<file path="config.mk">
export PLATFORM = sky130hd
export DESIGN_NAME = usc_ctrl
export DESIGN_NICKNAME = d
export VERILOG_FILES = /design/src/pkg/usc_pkg.sv /design/src/design/usc_ctrl.sv
export SDC_FILE = /design/constraint.sdc
export NUM_CORES = 1
export LEC_CHECK = 0
export BUFFER_PORTS_ARGS = -buffer_cell sky130_fd_sc_hd__buf_2
export CORE_ASPECT_RATIO = 0.75
export CORE_UTILIZATION = 40
export DETAILED_ROUTE_END_ITERATION = 16
export MAX_ROUTING_LAYER = met4
export PLACE_DENSITY = 0.6
export SLEW_MARGIN = 10
export SYNTH_ARGS = -nofsm -noshare
export SYNTH_HDL_FRONTEND = slang
export SYNTH_SLANG_ARGS = --single-unit
export TNS_END_PERCENT = 20
</file>
<file path="constraint.sdc">
create_clock -name core_clk -period 4.9 [get_ports core_clk]
set_input_delay 0.98 -clock core_clk [delete_from_list [all_inputs] [get_ports core_clk]]
set_output_delay 0.98 -clock core_clk [all_outputs]
set_load 0.03 [all_outputs]
</file>
<file path="src/pkg/usc_pkg.sv">
// Constants and carrier types for the endpoint and suspend control block.
// Assumes one 250 MHz core clock shared with the serial engine logic.
package usc_pkg;

  // Register offsets on the MCU register port
  localparam logic [7:0] USC_OFS_STATUS   = 8'h1A;
  localparam logic [7:0] USC_OFS_SELECT   = 8'h1B;
  localparam logic [7:0] USC_OFS_EP_DIR   = 8'h41;
  localparam logic [7:0] USC_OFS_ADDR     = 8'h42;
  localparam logic [7:0] USC_OFS_EP_HALT  = 8'h43;
  localparam logic [7:0] USC_OFS_EP_ACC   = 8'h44;
  localparam logic [7:0] USC_OFS_ENG_STAT = 8'h45;
  localparam logic [7:0] USC_OFS_FIFO_CTL = 8'h46;
  localparam logic [7:0] USC_OFS_EP_EN    = 8'h47;
  localparam logic [7:0] USC_OFS_DATA0    = 8'h48;
  localparam logic [7:0] USC_OFS_DATA2    = 8'h4A;

  // Status/control register bit positions
  localparam int USC_B_BUS_SUSPENDED_FLAG    = 0;
  localparam int USC_B_WAKE    = 1;
  localparam int USC_B_BUSRST  = 2;
  localparam int USC_B_RESUME  = 3;
  localparam int USC_B_DAT_IN  = 4;
  localparam int USC_B_CLK_IN  = 5;
  localparam int USC_B_DAT_OUT = 6;
  localparam int USC_B_CLK_OUT = 7;
  // Select register bit positions
  localparam int USC_B_LEG_SEL = 4;
  localparam int USC_B_SER_SEL = 5;
  // Engine status bit positions
  localparam int USC_B_ADR_DEF = 0;
  localparam int USC_B_FIFO_ZERO_ERROR  = 1;
  localparam int USC_B_OUT     = 2;
  localparam int USC_B_IN      = 3;
  localparam int USC_B_NAK     = 4;
  localparam int USC_B_CRC     = 5;
  localparam int USC_B_NAK_MSK = 7;
  // FIFO control bit positions
  localparam int USC_B_REQ     = 0;
  localparam int USC_B_TX      = 1;
  localparam int USC_B_CLR     = 2;
  localparam int USC_B_SEL_LO  = 3;
  localparam int USC_B_SEL_HI  = 4;
  localparam int USC_B_SETUP   = 5;
  localparam int USC_B_READY   = 6;
  localparam int USC_B_EMPTY_PACKET_FLAG    = 7;

  // Reset values
  localparam logic [2:0] USC_RST_EP_DIR  = 3'h6;
  localparam logic [2:0] USC_RST_EP_HALT = 3'h6;
  localparam logic [2:0] USC_RST_EP_EN   = 3'h7;
  localparam logic [7:0] USC_RST_ADDR    = 8'h00;

  // Timing: figures as printed, cycle counts derived from the clock rate
  localparam int USC_CLK_MHZ       = 250;
  localparam int USC_RESUME_MS     = 20;
  localparam int USC_RESUME_CLKS   = USC_RESUME_MS * 1000 * USC_CLK_MHZ;
  localparam int USC_WAKE_US       = 2;
  localparam int USC_WAKE_CLKS     = USC_WAKE_US * USC_CLK_MHZ;
  localparam int USC_TOG_INSTR     = 10;
  localparam int USC_INSTR_CLKS    = 4;
  localparam int USC_TOG_CLKS      = USC_TOG_INSTR * USC_INSTR_CLKS;

  // Events and levels reported by the bus-side engine (same clock)
  typedef struct packed {
    logic       suspended;   // Bus idle long enough to suspend
    logic       resume_det;  // Pulse: host resume seen
    logic       bus_reset;   // Pulse: bus reset seen
    logic       in_done;     // Pulse: host read IN data successfully
    logic       endpoint0_data_port_err;   // Pulse: ENDPOINT0_DATA_PORT access error
    logic       crc_err;     // Pulse: CRC error
    logic       out_rx;      // Pulse: non-empty OUT received
    logic       setup_rx;    // Pulse: valid SETUP received
    logic       empty_rx;    // Pulse: zero-length packet received
    logic       in_token;    // Current token is IN
    logic       nak_active;  // Engine answering NAK
    logic [2:0] ep_access;   // Pulse per endpoint accessed
    logic       ep0_data;    // Ep0 access moved real data
    logic       fifo_ready;  // Selected FIFO ready
  } usc_evt_t;

  // Command to the endpoint FIFOs
  typedef struct packed {
    logic       req;
    logic       tx;
    logic       flush;
    logic [1:0] sel;
    logic       wr;          // Pulse: data byte written
    logic       rd;          // Pulse: data byte read
    logic [1:0] port;        // FIFO index of the data access
    logic [7:0] wdata;
  } usc_fifo_cmd_t;

endpackage

</file>
<file path="src/design/usc_ctrl.sv">
// Register file and control of the low-speed serial engine's MCU side.
// Assumes engine events arrive on core_clk; bus pins arrive asynchronously.
// Overview of operation
// - Host resume sets resume flag, raises interrupt
// - Resume flag holds 20ms, clears with suspend
// - Suspend flag from engine; interrupt on change
// - Wake command held 2us signals host
// - Legacy mode maps minus/plus lines to data/clock
// - Firmware samples and drives legacy pins
// - Legacy input reads zero when output zero
// - Serial mode: engine drives lines; selects reset zero
// - Address register: wake enable, 7-bit address
// - Accessed bits set per endpoint host access
// - Direction bits; low pulse resets toggles
// - Enable register for endpoints 1, 2
// - Deferred address adopted after successful IN
// - ENDPOINT0_DATA_PORT and CRC error flags, firmware cleared
// - OUT flag set; cleared by firmware or SETUP
// - IN and NAK flags show engine state
// - NAK mask gates endpoint 0 interrupts
// - FIFO control: bus-reset clear, select, flush
// - FIFO request/ready handshake for byte transfers
// - Setup and empty-packet flags, firmware cleared
// - Bus reset flag set, interrupt raised
// - Legacy output bits reset to one
module usc_ctrl
  import usc_pkg::*;
#(
  parameter int RESUME_CLKS = USC_RESUME_CLKS
) (
  input  wire logic          core_clk,    // 250 MHz core clock
  input  wire logic          reset,       // Synchronous, active high
  input  wire logic [7:0]    reg_addr,    // MCU register address
  input  wire logic          reg_wr,      // Write strobe
  input  wire logic          reg_rd,      // Read strobe
  input  wire logic [7:0]    reg_wdata,   // Write data
  output logic [7:0]         reg_rdata,   // Read data, one cycle later
  input  wire usc_evt_t      evt,         // Engine events and levels
  input  wire logic [7:0]    fifo_rdata,  // Byte from selected FIFO
  output usc_fifo_cmd_t      fifo_cmd,    // FIFO command
  output logic               usb_irq,     // One-cycle interrupt pulse
  output logic [6:0]         dev_addr,    // Address in use by engine
  output logic               wake_enable, // Remote wake-up allowed
  output logic               wake_host,   // Pulse: send wake-up
  output logic               toggle_rst,  // Pulse: toggles to DATA0
  output logic [2:0]         ep_dir,      // 1 = IN
  output logic [2:0]         ep_en,       // Endpoint enables
  output logic [2:0]         ep_halt,     // Endpoint stall
  output logic               nak_mask,    // Ep0 NAK interrupt mask
  input  wire logic          eng_dp_o,    // Engine drive, plus line
  input  wire logic          eng_dm_o,    // Engine drive, minus line
  input  wire logic          eng_oe,      // Engine drive enable
  output logic               line_dp_s,   // Synchronised plus line
  output logic               line_dm_s,   // Synchronised minus line
  input  wire logic          dp_i,        // Plus line / legacy clock
  output logic               dp_o,        // Plus line drive value
  output logic               dp_oe,       // Plus line drive enable
  input  wire logic          dm_i,        // Minus line / legacy data
  output logic               dm_o,        // Minus line drive value
  output logic               dm_oe        // Minus line drive enable
);

  // Register write and read decode
  function automatic logic hit(input logic [7:0] ofs);
    return reg_addr == ofs;
  endfunction

  logic wr_status, wr_select, wr_dir, wr_addr, wr_halt;
  logic wr_eng, wr_fifo, wr_en, data_hit;
  assign wr_status = reg_wr && reg_addr == USC_OFS_STATUS;
  assign wr_select = reg_wr && reg_addr == USC_OFS_SELECT;
  assign wr_dir    = reg_wr && reg_addr == USC_OFS_EP_DIR;
  assign wr_addr   = reg_wr && reg_addr == USC_OFS_ADDR;
  assign wr_halt   = reg_wr && reg_addr == USC_OFS_EP_HALT;
  assign wr_eng    = reg_wr && reg_addr == USC_OFS_ENG_STAT;
  assign wr_fifo   = reg_wr && reg_addr == USC_OFS_FIFO_CTL;
  assign wr_en     = reg_wr && reg_addr == USC_OFS_EP_EN;
  assign data_hit  = reg_addr >= USC_OFS_DATA0 &&
                     reg_addr <= USC_OFS_DATA2;

  // Pin synchronisers: first stage feeds only the second
  logic [1:0] dp_sync_reg, dm_sync_reg;
  always_ff @(posedge core_clk) begin
    if (reset) begin
      dp_sync_reg <= 2'h0;
      dm_sync_reg <= 2'h0;
    end else begin
      dp_sync_reg <= {dp_sync_reg[0], dp_i};
      dm_sync_reg <= {dm_sync_reg[0], dm_i};
    end
  end
  assign line_dp_s = dp_sync_reg[1];
  assign line_dm_s = dm_sync_reg[1];

  // Mode selects and legacy output bits
  logic leg_sel_reg, ser_sel_reg, dat_out_reg, clk_out_reg;
  always_ff @(posedge core_clk) begin
    if (reset) begin
      leg_sel_reg <= 1'b0;
      ser_sel_reg <= 1'b0;
      dat_out_reg <= 1'b1;
      clk_out_reg <= 1'b1;
    end else begin
      if (wr_select) begin
        leg_sel_reg <= reg_wdata[USC_B_LEG_SEL];
        ser_sel_reg <= reg_wdata[USC_B_SER_SEL];
      end
      if (wr_status) begin
        dat_out_reg <= reg_wdata[USC_B_DAT_OUT];
        clk_out_reg <= reg_wdata[USC_B_CLK_OUT];
      end
    end
  end

  // Line drive: legacy pins are open drain, so a one releases the line
  logic leg_mode, ser_mode;
  assign leg_mode = leg_sel_reg && !ser_sel_reg;
  assign ser_mode = ser_sel_reg && !leg_sel_reg;
  always_comb begin
    dp_o  = 1'b0;
    dm_o  = 1'b0;
    dp_oe = 1'b0;
    dm_oe = 1'b0;
    if (ser_mode) begin
      dp_o  = eng_dp_o;
      dm_o  = eng_dm_o;
      dp_oe = eng_oe;
      dm_oe = eng_oe;
    end else if (leg_mode) begin
      dm_oe = !dat_out_reg;
      dp_oe = !clk_out_reg;
    end
  end

  // Suspend tracking, resume flag with minimum hold time
  logic bus_suspended_flag_reg, resume_reg;
  logic [22:0] resume_cnt_reg;
  logic bus_suspended_flag_change;
  assign bus_suspended_flag_change = evt.suspended != bus_suspended_flag_reg;
  always_ff @(posedge core_clk) begin
    if (reset) begin
      bus_suspended_flag_reg <= 1'b0;
      resume_reg <= 1'b0;
      resume_cnt_reg <= 23'h0;
    end else begin
      bus_suspended_flag_reg <= evt.suspended;
      if (evt.resume_det) begin
        resume_reg <= 1'b1;
        resume_cnt_reg <= 23'(RESUME_CLKS);
      end else begin
        if (resume_cnt_reg != 23'h0)
          resume_cnt_reg <= resume_cnt_reg - 23'h1;
        // Held until the timer ends even if suspend drops early
        if (resume_cnt_reg == 23'h0 && !bus_suspended_flag_reg)
          resume_reg <= 1'b0;
      end
    end
  end

  // Bus reset flag: engine sets, firmware write of zero clears
  logic busrst_reg;
  always_ff @(posedge core_clk) begin
    if (reset)
      busrst_reg <= 1'b0;
    else if (evt.bus_reset)
      busrst_reg <= 1'b1;
    else if (wr_status && !reg_wdata[USC_B_BUSRST])
      busrst_reg <= 1'b0;
  end

  // Wake command: accepted once held for the minimum time
  logic wake_cmd_reg, wake_sent_reg;
  logic [8:0] wake_cnt_reg;
  always_ff @(posedge core_clk) begin
    if (reset) begin
      wake_cmd_reg <= 1'b0;
      wake_sent_reg <= 1'b0;
      wake_cnt_reg <= 9'h0;
      wake_host <= 1'b0;
    end else begin
      wake_host <= 1'b0;
      if (wr_status)
        wake_cmd_reg <= reg_wdata[USC_B_WAKE];
      if (!wake_cmd_reg) begin
        wake_cnt_reg <= 9'h0;
        wake_sent_reg <= 1'b0;
      end else if (wake_cnt_reg < 9'(USC_WAKE_CLKS - 1)) begin
        wake_cnt_reg <= wake_cnt_reg + 9'h1;
      end else if (!wake_sent_reg) begin
        wake_sent_reg <= 1'b1;
        wake_host <= wake_enable;
      end
    end
  end

  // Endpoint direction, halt, enable and toggle reset pulse detect
  logic [2:0] dir_reg, halt_reg, en_reg;
  logic [5:0] tog_cnt_reg;
  always_ff @(posedge core_clk) begin
    if (reset) begin
      dir_reg <= USC_RST_EP_DIR;
      halt_reg <= USC_RST_EP_HALT;
      en_reg <= USC_RST_EP_EN;
    end else begin
      if (wr_dir)
        dir_reg <= reg_wdata[2:0];
      if (wr_halt)
        halt_reg <= reg_wdata[2:0];
      if (wr_en)
        en_reg <= reg_wdata[2:0];
    end
  end
  assign ep_dir = dir_reg;
  assign ep_halt = halt_reg;
  assign ep_en = {en_reg[2:1], 1'b1};

  // Short low pulses are ignored; the rising edge ends a valid one
  always_ff @(posedge core_clk) begin
    if (reset) begin
      tog_cnt_reg <= 6'h0;
      toggle_rst <= 1'b0;
    end else begin
      toggle_rst <= dir_reg[0] &&
                    tog_cnt_reg >= 6'(USC_TOG_CLKS);
      if (dir_reg[0])
        tog_cnt_reg <= 6'h0;
      else if (tog_cnt_reg < 6'(USC_TOG_CLKS))
        tog_cnt_reg <= tog_cnt_reg + 6'h1;
    end
  end

  // Address: stored on write, adopted now or after the next IN
  logic [7:0] addr_reg;
  logic adr_def_reg;
  always_ff @(posedge core_clk) begin
    if (reset) begin
      addr_reg <= USC_RST_ADDR;
      dev_addr <= 7'h0;
      adr_def_reg <= 1'b0;
    end else begin
      if (wr_addr)
        addr_reg <= reg_wdata;
      if (wr_addr && !adr_def_reg)
        dev_addr <= reg_wdata[7:1];
      if (wr_eng)
        adr_def_reg <= reg_wdata[USC_B_ADR_DEF];
      if (adr_def_reg && evt.in_done) begin
        dev_addr <= addr_reg[7:1];
        adr_def_reg <= 1'b0;
      end
    end
  end
  assign wake_enable = addr_reg[0];

  // Engine status flags: a set in the clearing cycle wins
  logic fifo_zero_error_reg, crc_reg, out_reg, nmsk_reg;
  always_ff @(posedge core_clk) begin
    if (reset) begin
      fifo_zero_error_reg <= 1'b0;
      crc_reg <= 1'b0;
      out_reg <= 1'b0;
      nmsk_reg <= 1'b0;
    end else begin
      if (wr_eng) begin
        nmsk_reg <= reg_wdata[USC_B_NAK_MSK];
        if (!reg_wdata[USC_B_FIFO_ZERO_ERROR])
          fifo_zero_error_reg <= 1'b0;
        if (!reg_wdata[USC_B_CRC])
          crc_reg <= 1'b0;
        if (!reg_wdata[USC_B_OUT])
          out_reg <= 1'b0;
      end
      if (evt.setup_rx)
        out_reg <= 1'b0;
      if (evt.endpoint0_data_port_err)
        fifo_zero_error_reg <= 1'b1;
      if (evt.crc_err)
        crc_reg <= 1'b1;
      if (evt.out_rx)
        out_reg <= 1'b1;
    end
  end
  assign nak_mask = nmsk_reg;

  // Endpoint accessed bits, cleared by reading them
  logic [2:0] acc_reg;
  always_ff @(posedge core_clk) begin
    if (reset)
      acc_reg <= 3'h0;
    else if (reg_rd && hit(USC_OFS_EP_ACC))
      acc_reg <= evt.ep_access;
    else
      acc_reg <= acc_reg | evt.ep_access;
  end

  // FIFO control; bus reset clears the whole register
  logic req_reg, tx_reg, clr_reg, setup_reg, empty_packet_flag_reg;
  logic [1:0] sel_reg;
  always_ff @(posedge core_clk) begin
    if (reset || evt.bus_reset) begin
      req_reg <= 1'b0;
      tx_reg <= 1'b0;
      clr_reg <= 1'b0;
      sel_reg <= 2'h0;
      setup_reg <= 1'b0;
      empty_packet_flag_reg <= 1'b0;
    end else begin
      if (wr_fifo) begin
        req_reg <= reg_wdata[USC_B_REQ];
        tx_reg <= reg_wdata[USC_B_TX];
        clr_reg <= reg_wdata[USC_B_CLR];
        sel_reg <= reg_wdata[USC_B_SEL_HI:USC_B_SEL_LO];
        if (!reg_wdata[USC_B_SETUP])
          setup_reg <= 1'b0;
        if (!reg_wdata[USC_B_EMPTY_PACKET_FLAG])
          empty_packet_flag_reg <= 1'b0;
      end
      if (evt.setup_rx)
        setup_reg <= 1'b1;
      if (evt.empty_rx)
        empty_packet_flag_reg <= 1'b1;
    end
  end

  // FIFO command: select 11 is reserved and never requests
  always_comb begin
    fifo_cmd.req = req_reg && sel_reg != 2'h3;
    fifo_cmd.tx = tx_reg;
    fifo_cmd.flush = clr_reg && sel_reg != 2'h3;
    fifo_cmd.sel = sel_reg;
    fifo_cmd.wr = reg_wr && data_hit;
    fifo_cmd.rd = reg_rd && data_hit;
    fifo_cmd.port = reg_addr[1:0];
    fifo_cmd.wdata = reg_wdata;
  end

  // Interrupt pulse; ep0 NAKed accesses are dropped when masked
  logic ep0_irq;
  assign ep0_irq = evt.ep_access[0] && (!nmsk_reg || evt.ep0_data);
  always_ff @(posedge core_clk) begin
    if (reset)
      usb_irq <= 1'b0;
    else
      usb_irq <= bus_suspended_flag_change ||
                 evt.resume_det ||
                 evt.bus_reset ||
                 ep0_irq ||
                 (|evt.ep_access[2:1]);
  end

  // Read mux; write-only bits and reserved bits read zero
  logic [7:0] rd_next;
  always_comb begin
    rd_next = 8'h00;
    unique case (1'b1)
      hit(USC_OFS_STATUS): begin
        rd_next[USC_B_BUS_SUSPENDED_FLAG] = bus_suspended_flag_reg;
        rd_next[USC_B_BUSRST] = busrst_reg;
        rd_next[USC_B_RESUME] = resume_reg;
        rd_next[USC_B_DAT_IN] = line_dm_s && dat_out_reg;
        rd_next[USC_B_CLK_IN] = line_dp_s && clk_out_reg;
      end
      hit(USC_OFS_SELECT): begin
        rd_next[USC_B_LEG_SEL] = leg_sel_reg;
        rd_next[USC_B_SER_SEL] = ser_sel_reg;
      end
      hit(USC_OFS_EP_DIR): rd_next[2:0] = dir_reg;
      hit(USC_OFS_EP_HALT): rd_next[2:0] = halt_reg;
      hit(USC_OFS_EP_ACC): rd_next[2:0] = acc_reg;
      hit(USC_OFS_EP_EN): rd_next[2:0] = en_reg;
      hit(USC_OFS_ENG_STAT): begin
        rd_next[USC_B_ADR_DEF] = adr_def_reg;
        rd_next[USC_B_FIFO_ZERO_ERROR] = fifo_zero_error_reg;
        rd_next[USC_B_OUT] = out_reg;
        rd_next[USC_B_IN] = evt.in_token;
        rd_next[USC_B_NAK] = evt.nak_active;
        rd_next[USC_B_CRC] = crc_reg;
        rd_next[USC_B_NAK_MSK] = nmsk_reg;
      end
      hit(USC_OFS_FIFO_CTL): begin
        rd_next[USC_B_REQ] = req_reg;
        rd_next[USC_B_TX] = tx_reg;
        rd_next[USC_B_CLR] = clr_reg;
        rd_next[USC_B_SEL_HI:USC_B_SEL_LO] = sel_reg;
        rd_next[USC_B_SETUP] = setup_reg;
        rd_next[USC_B_READY] = req_reg && evt.fifo_ready;
        rd_next[USC_B_EMPTY_PACKET_FLAG] = empty_packet_flag_reg;
      end
      data_hit: rd_next = fifo_rdata;
      default: rd_next = 8'h00;
    endcase
  end

  // Registered read data keeps the data output glitch free
  always_ff @(posedge core_clk) begin
    if (reset)
      reg_rdata <= 8'h00;
    else if (reg_rd)
      reg_rdata <= rd_next;
  end

endmodule

</file>
==> results of run 1 <==
Yosys cell counts, drive strengths merged (3+ instances only):
| cell type | count |
|---|---|
| a21boi | 4 |
| nand3 | 19 |
| nor3 | 19 |
| and2 | 6 |
| mux2i | 30 |
| inv | 24 |
| nor4 | 10 |
| and3 | 11 |
| a221oi | 7 |
| nor2 | 61 |
| nor3b | 3 |
| xor2 | 5 |
| nand2b | 8 |
| ha | 4 |
| nor4b | 3 |
| clkbuf | 23 |
| xnor2 | 5 |
| buf | 19 |
| dfxtp | 101 |
| a211oi | 11 |
| a211o | 10 |
| or3 | 13 |
| or4 | 6 |
| a32oi | 3 |
| o211ai | 3 |
| a311oi | 14 |
| o41ai | 4 |
| o21ai | 20 |
| nand4 | 5 |
| nor2b | 12 |
| a21oi | 24 |
| o31ai | 4 |
| a31oi | 9 |
| nand2 | 31 |
| or2 | 5 |
critical path, cell delays in order:
cell and delay (ns):
buf_2 0.11, or4b_4 0.65, nor3_2 0.44, and2_1 0.18, buf_2 0.19
worst max-delay path by stage:
stage          depth (start not counted)        start           end
2_1_floorplan                          3  reg_addr[5]  fifo_cmd[10]
3_3_place_gp                           5  reg_addr[5]  fifo_cmd[11]
3_5_place_dp                           5  reg_addr[5]  fifo_cmd[11]
4_1_cts                                5  reg_addr[5]  fifo_cmd[11]
5_1_grt                                5  reg_addr[5]  fifo_cmd[11]
6_report                               5  reg_addr[5]  fifo_cmd[11]
metrics by stage:
step | hold WS [ns] | util | power, W | setup slack (ns) | area (sq um)
floorplan | 0.400 | - | 0.00105 | 1.24 | 4900
global route | 0.452 | 0.483 | 0.00193 | 1.28 | 5690
detailed placement | 0.416 | 0.457 | 0.00112 | 1.36 | 5380
global placement | 0.410 | 0.457 | 0.00112 | 1.39 | 5380
CTS | 0.427 | 0.483 | 0.00186 | 1.36 | 5690
finish | 0.428 | 0.483 | 0.00185 | 1.36 | 5690
cell type report:
class	count	area share
inverter	24	0.0158
multi-input combinational	392	0.451
tap	162	0.0356
timing repair buffer	100	0.0884
sequential	101	0.356
clock inverter	7	0.0139
clock buffer	9	0.0396
power by group through the flow:
stage	combinational (W)	sequential (W)	clock, W
floorplan	0.000158	0.000894	0
detailed placement	0.000232	0.000891	0
global route	0.000258	0.000877	0.000794
CTS	0.000233	0.000872	0.000758
global placement	0.000227	0.000890	0
finish	0.000235	0.000872	0.000743
placed cells by master (no fill, tap or decap), drive strengths merged, types with 7 or more instances in the layout:
| master | Yosys | final |
|---|---|---|
| a21oi | 24 | 24 |
| mux2i | 30 | 30 |
| a211o | 10 | 10 |
| nand2 | 31 | 31 |
| o21ai | 20 | 20 |
| nand3 | 19 | 19 |
| or3 | 13 | 13 |
| dfxtp | 101 | 101 |
| nor3 | 19 | 19 |
| inv | 24 | 28 |
| and3 | 11 | 11 |
| nand2b | 8 | 8 |
| nor4 | 10 | 10 |
| a311oi | 14 | 14 |
| a221oi | 7 | 7 |
| nor2b | 12 | 12 |
| a211oi | 11 | 11 |
| clkbuf | 23 | 9 |
| nor2 | 61 | 61 |
| buf | 19 | 100 |
| a31oi | 9 | 9 |
cell families after synthesis:
family                   share of synthesized area
AO/OA/AOI/OAI                                0.184
XOR/XNOR                                    0.0179
adder cells (fa/ha/maj)                     0.0102
buffers and inverters                       0.0646
flip-flops                                   0.412
multiplexers                                0.0658
other                                     0.000765
AND/OR/NAND/NOR                              0.245
routing by layer:
| layer | GRT usage | vias to the layer above |
|---|---|---|
| li1 | - | 2178 |
| met1 | 0.334 | 2185 |
| met2 | 0.292 | 119 |
| met3 | 0.0444 | 9 |
| met4 | 0.0483 | 0 |
| met5 | - | - |
==> run metrics, run 1 <==
per-cell routed wire length=roughly 17 microns; Die Y=slightly below 100 microns; Reg2Reg Setup Slack=between 2 and 3 ns; Reg2Reg Depth=4; clk slew on worst S/H paths=0.07 ns; 1st-iter DRT viols=370; setup TNS=0 ns; routed wl met3=705 microns; synth unique cells=61; maximum VDD drop=between 0.15 and 0.2 mV; Final setup viols=0; multi-input logic area=roughly 0.0026 sq mm; H-tree lvl count=3; Hold Startpoint=wake_sent_reg$_SDFFE_PP0N_; Sequential Power Share=0.472; fin crit share=0.723; number of flip-flops in the largest register=23; CP arrival=between 2 and 3 ns; CTS Sinks=around 100; die width=between 100 and 150 microns; first-pass GRT wire length=21.1 mm; postcts setup bufs=0; Power Dens Cells=~330 mW/mm^2; Post-layout nets=681; Gate power share=0.127; post-CTS sizing=0; worst skew pair latency=about 0.35 ns; CP endpoint kind=output port; GRT Overall Usage=0.220; worst hold path depth=1; Worst slew margin=0.421; Worst-Margin Slew=roughly 0.87 ns; DP Cell Count=between 700 and 800; total gr overflow=0; Routed Antenna Nets=0; Cell Int Power=approximately 0.0013 W; largest net degree at the start of global routing=45; CTS tree=built; WHS Endpoint=wake_host$_SDFF_PP0_; Post-synth top flop=dfxtp_1; post-DR vias/cell=between 5 and 6; gp weighted congestion=0.851; Max Clk Rate=between 200 and 300 MHz; Synth area leaders=dfxtp_1, mux2i_1, nor2_1; Clk pwr share=0.402; DR vias=approximately 4,500; I/O pin count=roughly 100; RSZ-0062 raised after global routing=false; Synth Warn #=0; area share of the largest cell type after synthesis=0.412; initial antenna violation count=0; routed wire length=around 13 mm; final hold vios=0; dpl hpwl=around 10 mm; Initial Utilization=0.416; shortest period the worst path allows=around 3.5 ns; ANT cells=0; Final Instance Count excl. Fillers=about 800; area of all sequential standard cells=0.00202 sq mm; Critical Path Source Type=input pin; # DRC=0; ys async rst share=0; Slew Viols, Final=0; met2 routed WL=approximately 5.5 mm; Sw Pwr=just over 0.0005 W; row count=34; Setup Crit Path Kind=input pin to output port; share of layout cells above drive strength 1=0.210; CP Max Fanout=12; post-synthesis sequential area ratio=0.412; max_cap viols=0; cell accounting for the most synthesized area=dfxtp_1; Critical Path RT=3.92 ns; mapped cell area=approximately 0.005 sq mm; core outline area=approximately 0.012 sq mm; DRT Pass-1 Iters=5; Final Skew=0.00900 ns; synthesis-stage register bit count=slightly above 100; Worst R2R Start=resume_cnt_reg[10]$_SDFFE_PP0P_; Root Driver=clkbuf_16; Num CTS Buffers=9; r2r endpoint=resume_cnt_reg[16]$_SDFFE_PP0P_; Mean Syn Cell Area=a little under 9 sq um; Syn Nets=around 610; leakage power=2.44 nW; DIE AREA=~0.013 sq mm; Top Layer Used=met4; clk buf depth=2; EDFF count, synth=0; Cells after Synth=559; port buffer count=between 90 and 100; Area Growth Syn to Fin=16.0%; Min-Delay Path Class=register to register; switching share of power=0.280; M1 WL=6.97 mm; CTS Hold Bufs=0; outcome=finished, final reports clean; vias in the first global route=4,005; fillers=1,162
(Power assumes the default switching activity.)
==> run 2: changes to the inputs <==
Clock period 4.9 ns to 3.55 ns, I/O delays scaled along.
==> run 2 against run 1 <==
Sequential power up 38%. Clock skew down 0.0023 ns. Critical path depth down 1. Design area about the same. Combinational power up 38%. Setup slack worse by 0.71 ns. Die area unchanged. Wire length up 0.86%. Clock power up 30%. Register-to-register slack worse by 1.4 ns. Critical path type unchanged. Critical endpoint is now fifo_cmd[10]. Largest cell class unchanged.
==> run metrics, run 2 (synthesis results as in run 1) <==
delay-heaviest family, CP=simple AND/OR/NAND/NOR gates; H-tree lvl count=3 (unchanged); Worst-Margin Slew=0.857 ns (-0.00875 ns); Worst slew margin=0.427 (+0.00585); routed wire length=13.4 mm (+0.86%); first-pass GRT wire length=21.4 mm (+1.9%); GRT Overall Usage=0.224 (+0.00379); Root Driver=clkbuf_16; DR vias=4,479 (-0.27%); die width=130 microns (unchanged); post-DR vias/cell=5.63 (-0.39%); setup TNS=0 ns (unchanged); core outline area=0.0118 sq mm (unchanged); Critical Path Source Type=input pin; Final setup viols=0 (unchanged); Worst R2R Start=resume_cnt_reg[10]$_SDFFE_PP0P_; # DRC=0 (unchanged); fin crit share=0.818; clk buf depth=2 (unchanged); CP Cell Sequence=buf_2 > or4b_4 > nor4_1 > buf_2; Max Clk Rate=~340 MHz; most common cell after layout, fill and taps aside=dfxtp_1; Final Skew=0.00665 ns (-0.00234 ns); CTS Sinks=101 (unchanged); CP Max Fanout=12 (unchanged); Critical Path RT=2.84 ns (-1.08 ns); row count=34 (unchanged); DIE AREA=0.0127 sq mm (unchanged); CP endpoint kind=output port; Hold Startpoint=wake_sent_reg$_SDFFE_PP0N_; Post-layout nets=682 (+0.15%); Num CTS Buffers=9 (unchanged); most frequent cells in the layout=dfxtp_1, buf_2, nor2_1, nand2_1, mux2i_1; initial antenna violation count=0 (unchanged); Area Growth Syn to Fin=15.9% (about the same); CP peak stage delay=0.65 ns (about the same); worst skew pair latency=0.34 ns (about the same); Slew Viols, Final=0 (unchanged); Initial Utilization=0.416 (unchanged); dpl hpwl=9.88 mm (+0.33%); leakage power=2.43 nW (-0.20%); Power Dens Cells=438 mW/mm^2 (+35%); per-cell routed wire length=16.9 microns (+0.74%); Routed Antenna Nets=0 (unchanged); 1st-iter DRT viols=320 (-14%); Buffers & Inverters on Critical Path=2 (unchanged); CP arrival=2.19 ns (-0.37 ns); shortest period the worst path allows=2.90 ns; RSZ-0062 raised after global routing=false; CTS Hold Bufs=0 (unchanged); Setup Crit Path Kind=input pin to output port; port buffer count=99 (unchanged); post-CTS sizing=0 (unchanged); max_cap viols=0 (unchanged); CTS tree=built; CP startpoint=reg_addr[5]; ANT cells=0 (unchanged); most used cell, CP=buf_2; Min-Delay Path Class=register to register; slowest CP cell=or4b_4; total gr overflow=0 (unchanged); final hold vios=0 (unchanged); vias in the first global route=4,009 (+0.10%); I/O pin count=101 (unchanged); outcome=finished, final reports clean; clk slew on worst S/H paths=0.08 ns (about the same); maximum VDD drop=0.243 mV (+36%); share of layout cells above drive strength 1=0.211 (+0.00125); number of flip-flops in the largest register=23 (unchanged); largest net degree at the start of global routing=50 (+11%); post-layout util=0.482 (about the same); postcts setup bufs=0 (unchanged); gp weighted congestion=0.847 (-0.46%); DRT Pass-1 Iters=5 (unchanged); Die Y=97.9 microns (unchanged)
-- run 2: cell count changes in the layout (fill, tap and decap cells not counted), sizes merged --
| cell | change |
|---|---|
| bufinv | -1 |
| clkinv | +2 |
| buf | +1 |
| clkinvlp | +1 |
| inv | -2 |
-- run 2: through the flow --
stage	cell area [sq um]	hold slack, ns	power (W)	cells	setup WS (ns)
after floorplan	4900	0.400	0.00145	559	0.429
after global placement	5390	0.409	0.00154	780	0.703
after detailed placement	5390	0.422	0.00155	780	0.678
after CTS	5690	0.434	0.00251	796	0.679
after global routing	5690	0.452	0.00260	796	0.623
final	5690	0.432	0.00249	796	0.647
-- run 2: final cells by class --
cell class | instances | area (sq um)
fill | 1145 | 6100
multi-input combinational | 392 | 2560
sequential | 101 | 2020
timing repair buffer | 101 | 510
clock buffer | 9 | 225
tap | 162 | 203
inverter | 24 | 90.1
clock inverter | 7 | 70.1
-- run 2: final timing paths --
check / to / slack (ns) / depth (start not counted)
max: fifo_cmd[10] / 0.65 / 4
min: wake_host$_SDFF_PP0_ / 0.43 / 1
max reg2reg: resume_cnt_reg[14]$_SDFFE_PP0P_ / 1.23 / 4
min reg2reg: wake_host$_SDFF_PP0_ / 0.43 / 1
-- run 2: worst register-to-register path, delay by kind of cell, from the launching register on --
kind            cells  cell delay (ns)
compound gates      1             0.18
flops               1             0.37
simple gates        3             1.70
-- run 2: where the power goes --
part           leakage (nW)  switching (W)  internal [W]  total, W
Clock                 0.141       0.000472      0.000493  0.000965
Combinational          1.47       0.000214      0.000111  0.000325
Sequential            0.824      0.0000335       0.00117   0.00120
Total                  2.43       0.000719       0.00177   0.00249
-- run 2: routing by layer --
layer / global-route usage / wire, microns
met2: 0.306 / 5540
met3: 0.0482 / 849
met5: - / 0
met4: 0.0483 / 112
met1: 0.331 / 6940
==> run 3: changes to the inputs <==
Clock period 3.55 ns to 2.93 ns, I/O delays scaled along.
==> run 3 against run 2 <==
Setup slack worse by 0.23 ns. Global-route usage is 0.37 points higher. Cell count is 0.63% higher. Clock power is 27% higher. Sequential cell count stayed put. Largest power group unchanged. Non-clock buffer count is 5 higher. Design area is 0.75% higher. Critical path depth stayed put. Worst hold slack better by 0.0077 ns.
==> run metrics, run 3 (synthesis results as in run 1) <==
outcome=finished, final reports clean; postcts setup bufs=0 (unchanged); Slew Viols, Final=0 (unchanged); switching share of power=0.272 (-0.0160); Setup Crit Path Kind=input pin to output port; setup TNS=0 ns (unchanged); most common cell after layout, fill and taps aside=dfxtp_1; CP arrival=1.93 ns (-0.26 ns); RSZ-0062 raised after global routing=false; Routed Antenna Nets=0 (unchanged); row count=34 (unchanged); Initial Utilization=0.416 (unchanged); vias in the first global route=4,232 (+5.6%); Num CTS Buffers=9 (unchanged); die width=130 microns (unchanged); Worst-Margin Slew=0.759 ns (-0.0979 ns); 1st-iter DRT viols=344 (+7.5%); ANT cells=0 (unchanged); Clk pwr share=0.399 (+0.012); I/O pin count=101 (unchanged); initial antenna violation count=0 (unchanged); H-tree lvl count=3 (unchanged); CP Max Fanout=12 (unchanged); final hold vios=0 (unchanged); Area Growth Syn to Fin=16.8%; Min-Delay Path Class=register to register; Critical Path RT=2.34 ns (-0.50 ns); Cell Int Power=0.00225 W (+27%); shortest period the worst path allows=between 2 and 3 ns; CTS tree=built; DRT Pass-1 Iters=4 (-1); core outline area=0.0118 sq mm (unchanged); max_cap viols=0 (unchanged); clk slew on worst S/H paths=0.07 ns (about the same); fin crit share=0.859; DR vias=4,458 (-0.47%); Reg2Reg Depth=4 (unchanged); Root Driver=clkbuf_16; GRT Overall Usage=0.227 (+0.00370); Final Skew=0.00996 ns (+0.00331 ns); worst hold path depth=1 (unchanged); CP endpoint kind=output port; Post-layout nets=687 (+0.73%); Sequential Power Share=0.473 (-0.010); worst skew pair latency=0.34 ns (about the same); CTS Hold Bufs=0 (unchanged); Die Y=97.9 microns (unchanged); # DRC=0 (unchanged); port buffer count=99 (unchanged); DIE AREA=0.0127 sq mm (unchanged); leakage power=2.47 nW (+1.4%); most frequent cells in the layout=dfxtp_1, buf_2, nor2_1, nand2_1, mux2i_1; clk buf depth=2 (unchanged); Final setup viols=0 (unchanged); Power Dens Cells=539 mW/mm^2 (+23%); worst hold margin=0.439 ns (+0.00765 ns); gp weighted congestion=0.868 (+2.5%); maximum VDD drop=0.306 mV (+26%); first-pass GRT wire length=22.0 mm (+2.5%); routed wire length=13.5 mm (+0.27%); Critical Path Source Type=input pin; number of flip-flops in the largest register=23 (unchanged); post-CTS sizing=0 (unchanged); dpl hpwl=9.97 mm (+0.90%); Max Clk Rate=397 MHz; CTS Sinks=101 (unchanged); Reg2Reg Setup Slack=0.66 ns (-0.57 ns); fillers=1,173 (+2.4%); post-DR vias/cell=5.57 (-1.1%); share of layout cells above drive strength 1=0.216 (+0.00461); total gr overflow=0 (unchanged); largest net degree at the start of global routing=52 (+4.0%); Gate power share=0.128 (-0.002); Worst slew margin=0.489 (+0.0627); per-cell routed wire length=16.8 microns (-0.36%); Sw Pwr=0.000840 W (+17%)
run 3: worst paths after layout:
kind / from / to
setup / recovery: reg_addr[5] / fifo_cmd[10]
hold / removal: dp_sync_reg[0]$_SDFF_PP0_ / dp_sync_reg[1]$_SDFF_PP0_
setup reg to reg: resume_cnt_reg[10]$_SDFFE_PP0P_ / resume_cnt_reg[14]$_SDFFE_PP0P_
hold reg to reg: dp_sync_reg[0]$_SDFF_PP0_ / dp_sync_reg[1]$_SDFF_PP0_
run 3: cell type report:
type	instances	area [sq um]	area share
multi-input cells	392	2560	0.448
flip-flops and latches	101	2020	0.353
repair buffers	106	548	0.0957
clock buffers	11	243	0.0424
well taps	162	203	0.0354
inverters	24	90.1	0.0157
clock inverters	5	57.6	0.0100
run 3: power by group through the flow:
stage | Combinational, W | Sequential [W] | Clock (W)
CTS | 0.000392 | 0.00146 | 0.00125
global route | 0.000436 | 0.00147 | 0.00132
detailed placement | 0.000390 | 0.00149 | 0
floorplan | 0.000264 | 0.00149 | 0
global placement | 0.000384 | 0.00149 | 0
finish | 0.000396 | 0.00146 | 0.00123
run 3: through the flow:
step	area (sq um)	std cells	util	power [W]	setup slack (ns)
floorplan	4900	559	-	0.00176	0.0572
finish	5730	801	0.486	0.00309	0.414
detailed placement	5430	785	0.461	0.00188	0.423
global route	5730	801	0.486	0.00322	0.357
global placement	5430	785	0.461	0.00187	0.445
CTS	5730	801	0.486	0.00310	0.423
run 3: metal layers:
layer  vias up  GRT usage  wire length (microns)
met5         -          -                      0
met4         0     0.0581                    116
met3        12     0.0504                    788
met2       121      0.315                   5590
met1      2150      0.329                   6980
li1       2175          -                      -
run 3: critical path: stages:
cell and delay, ns:
buf_2 0.12, or4b_4 0.65, nor4_1 0.31, buf_2 0.25
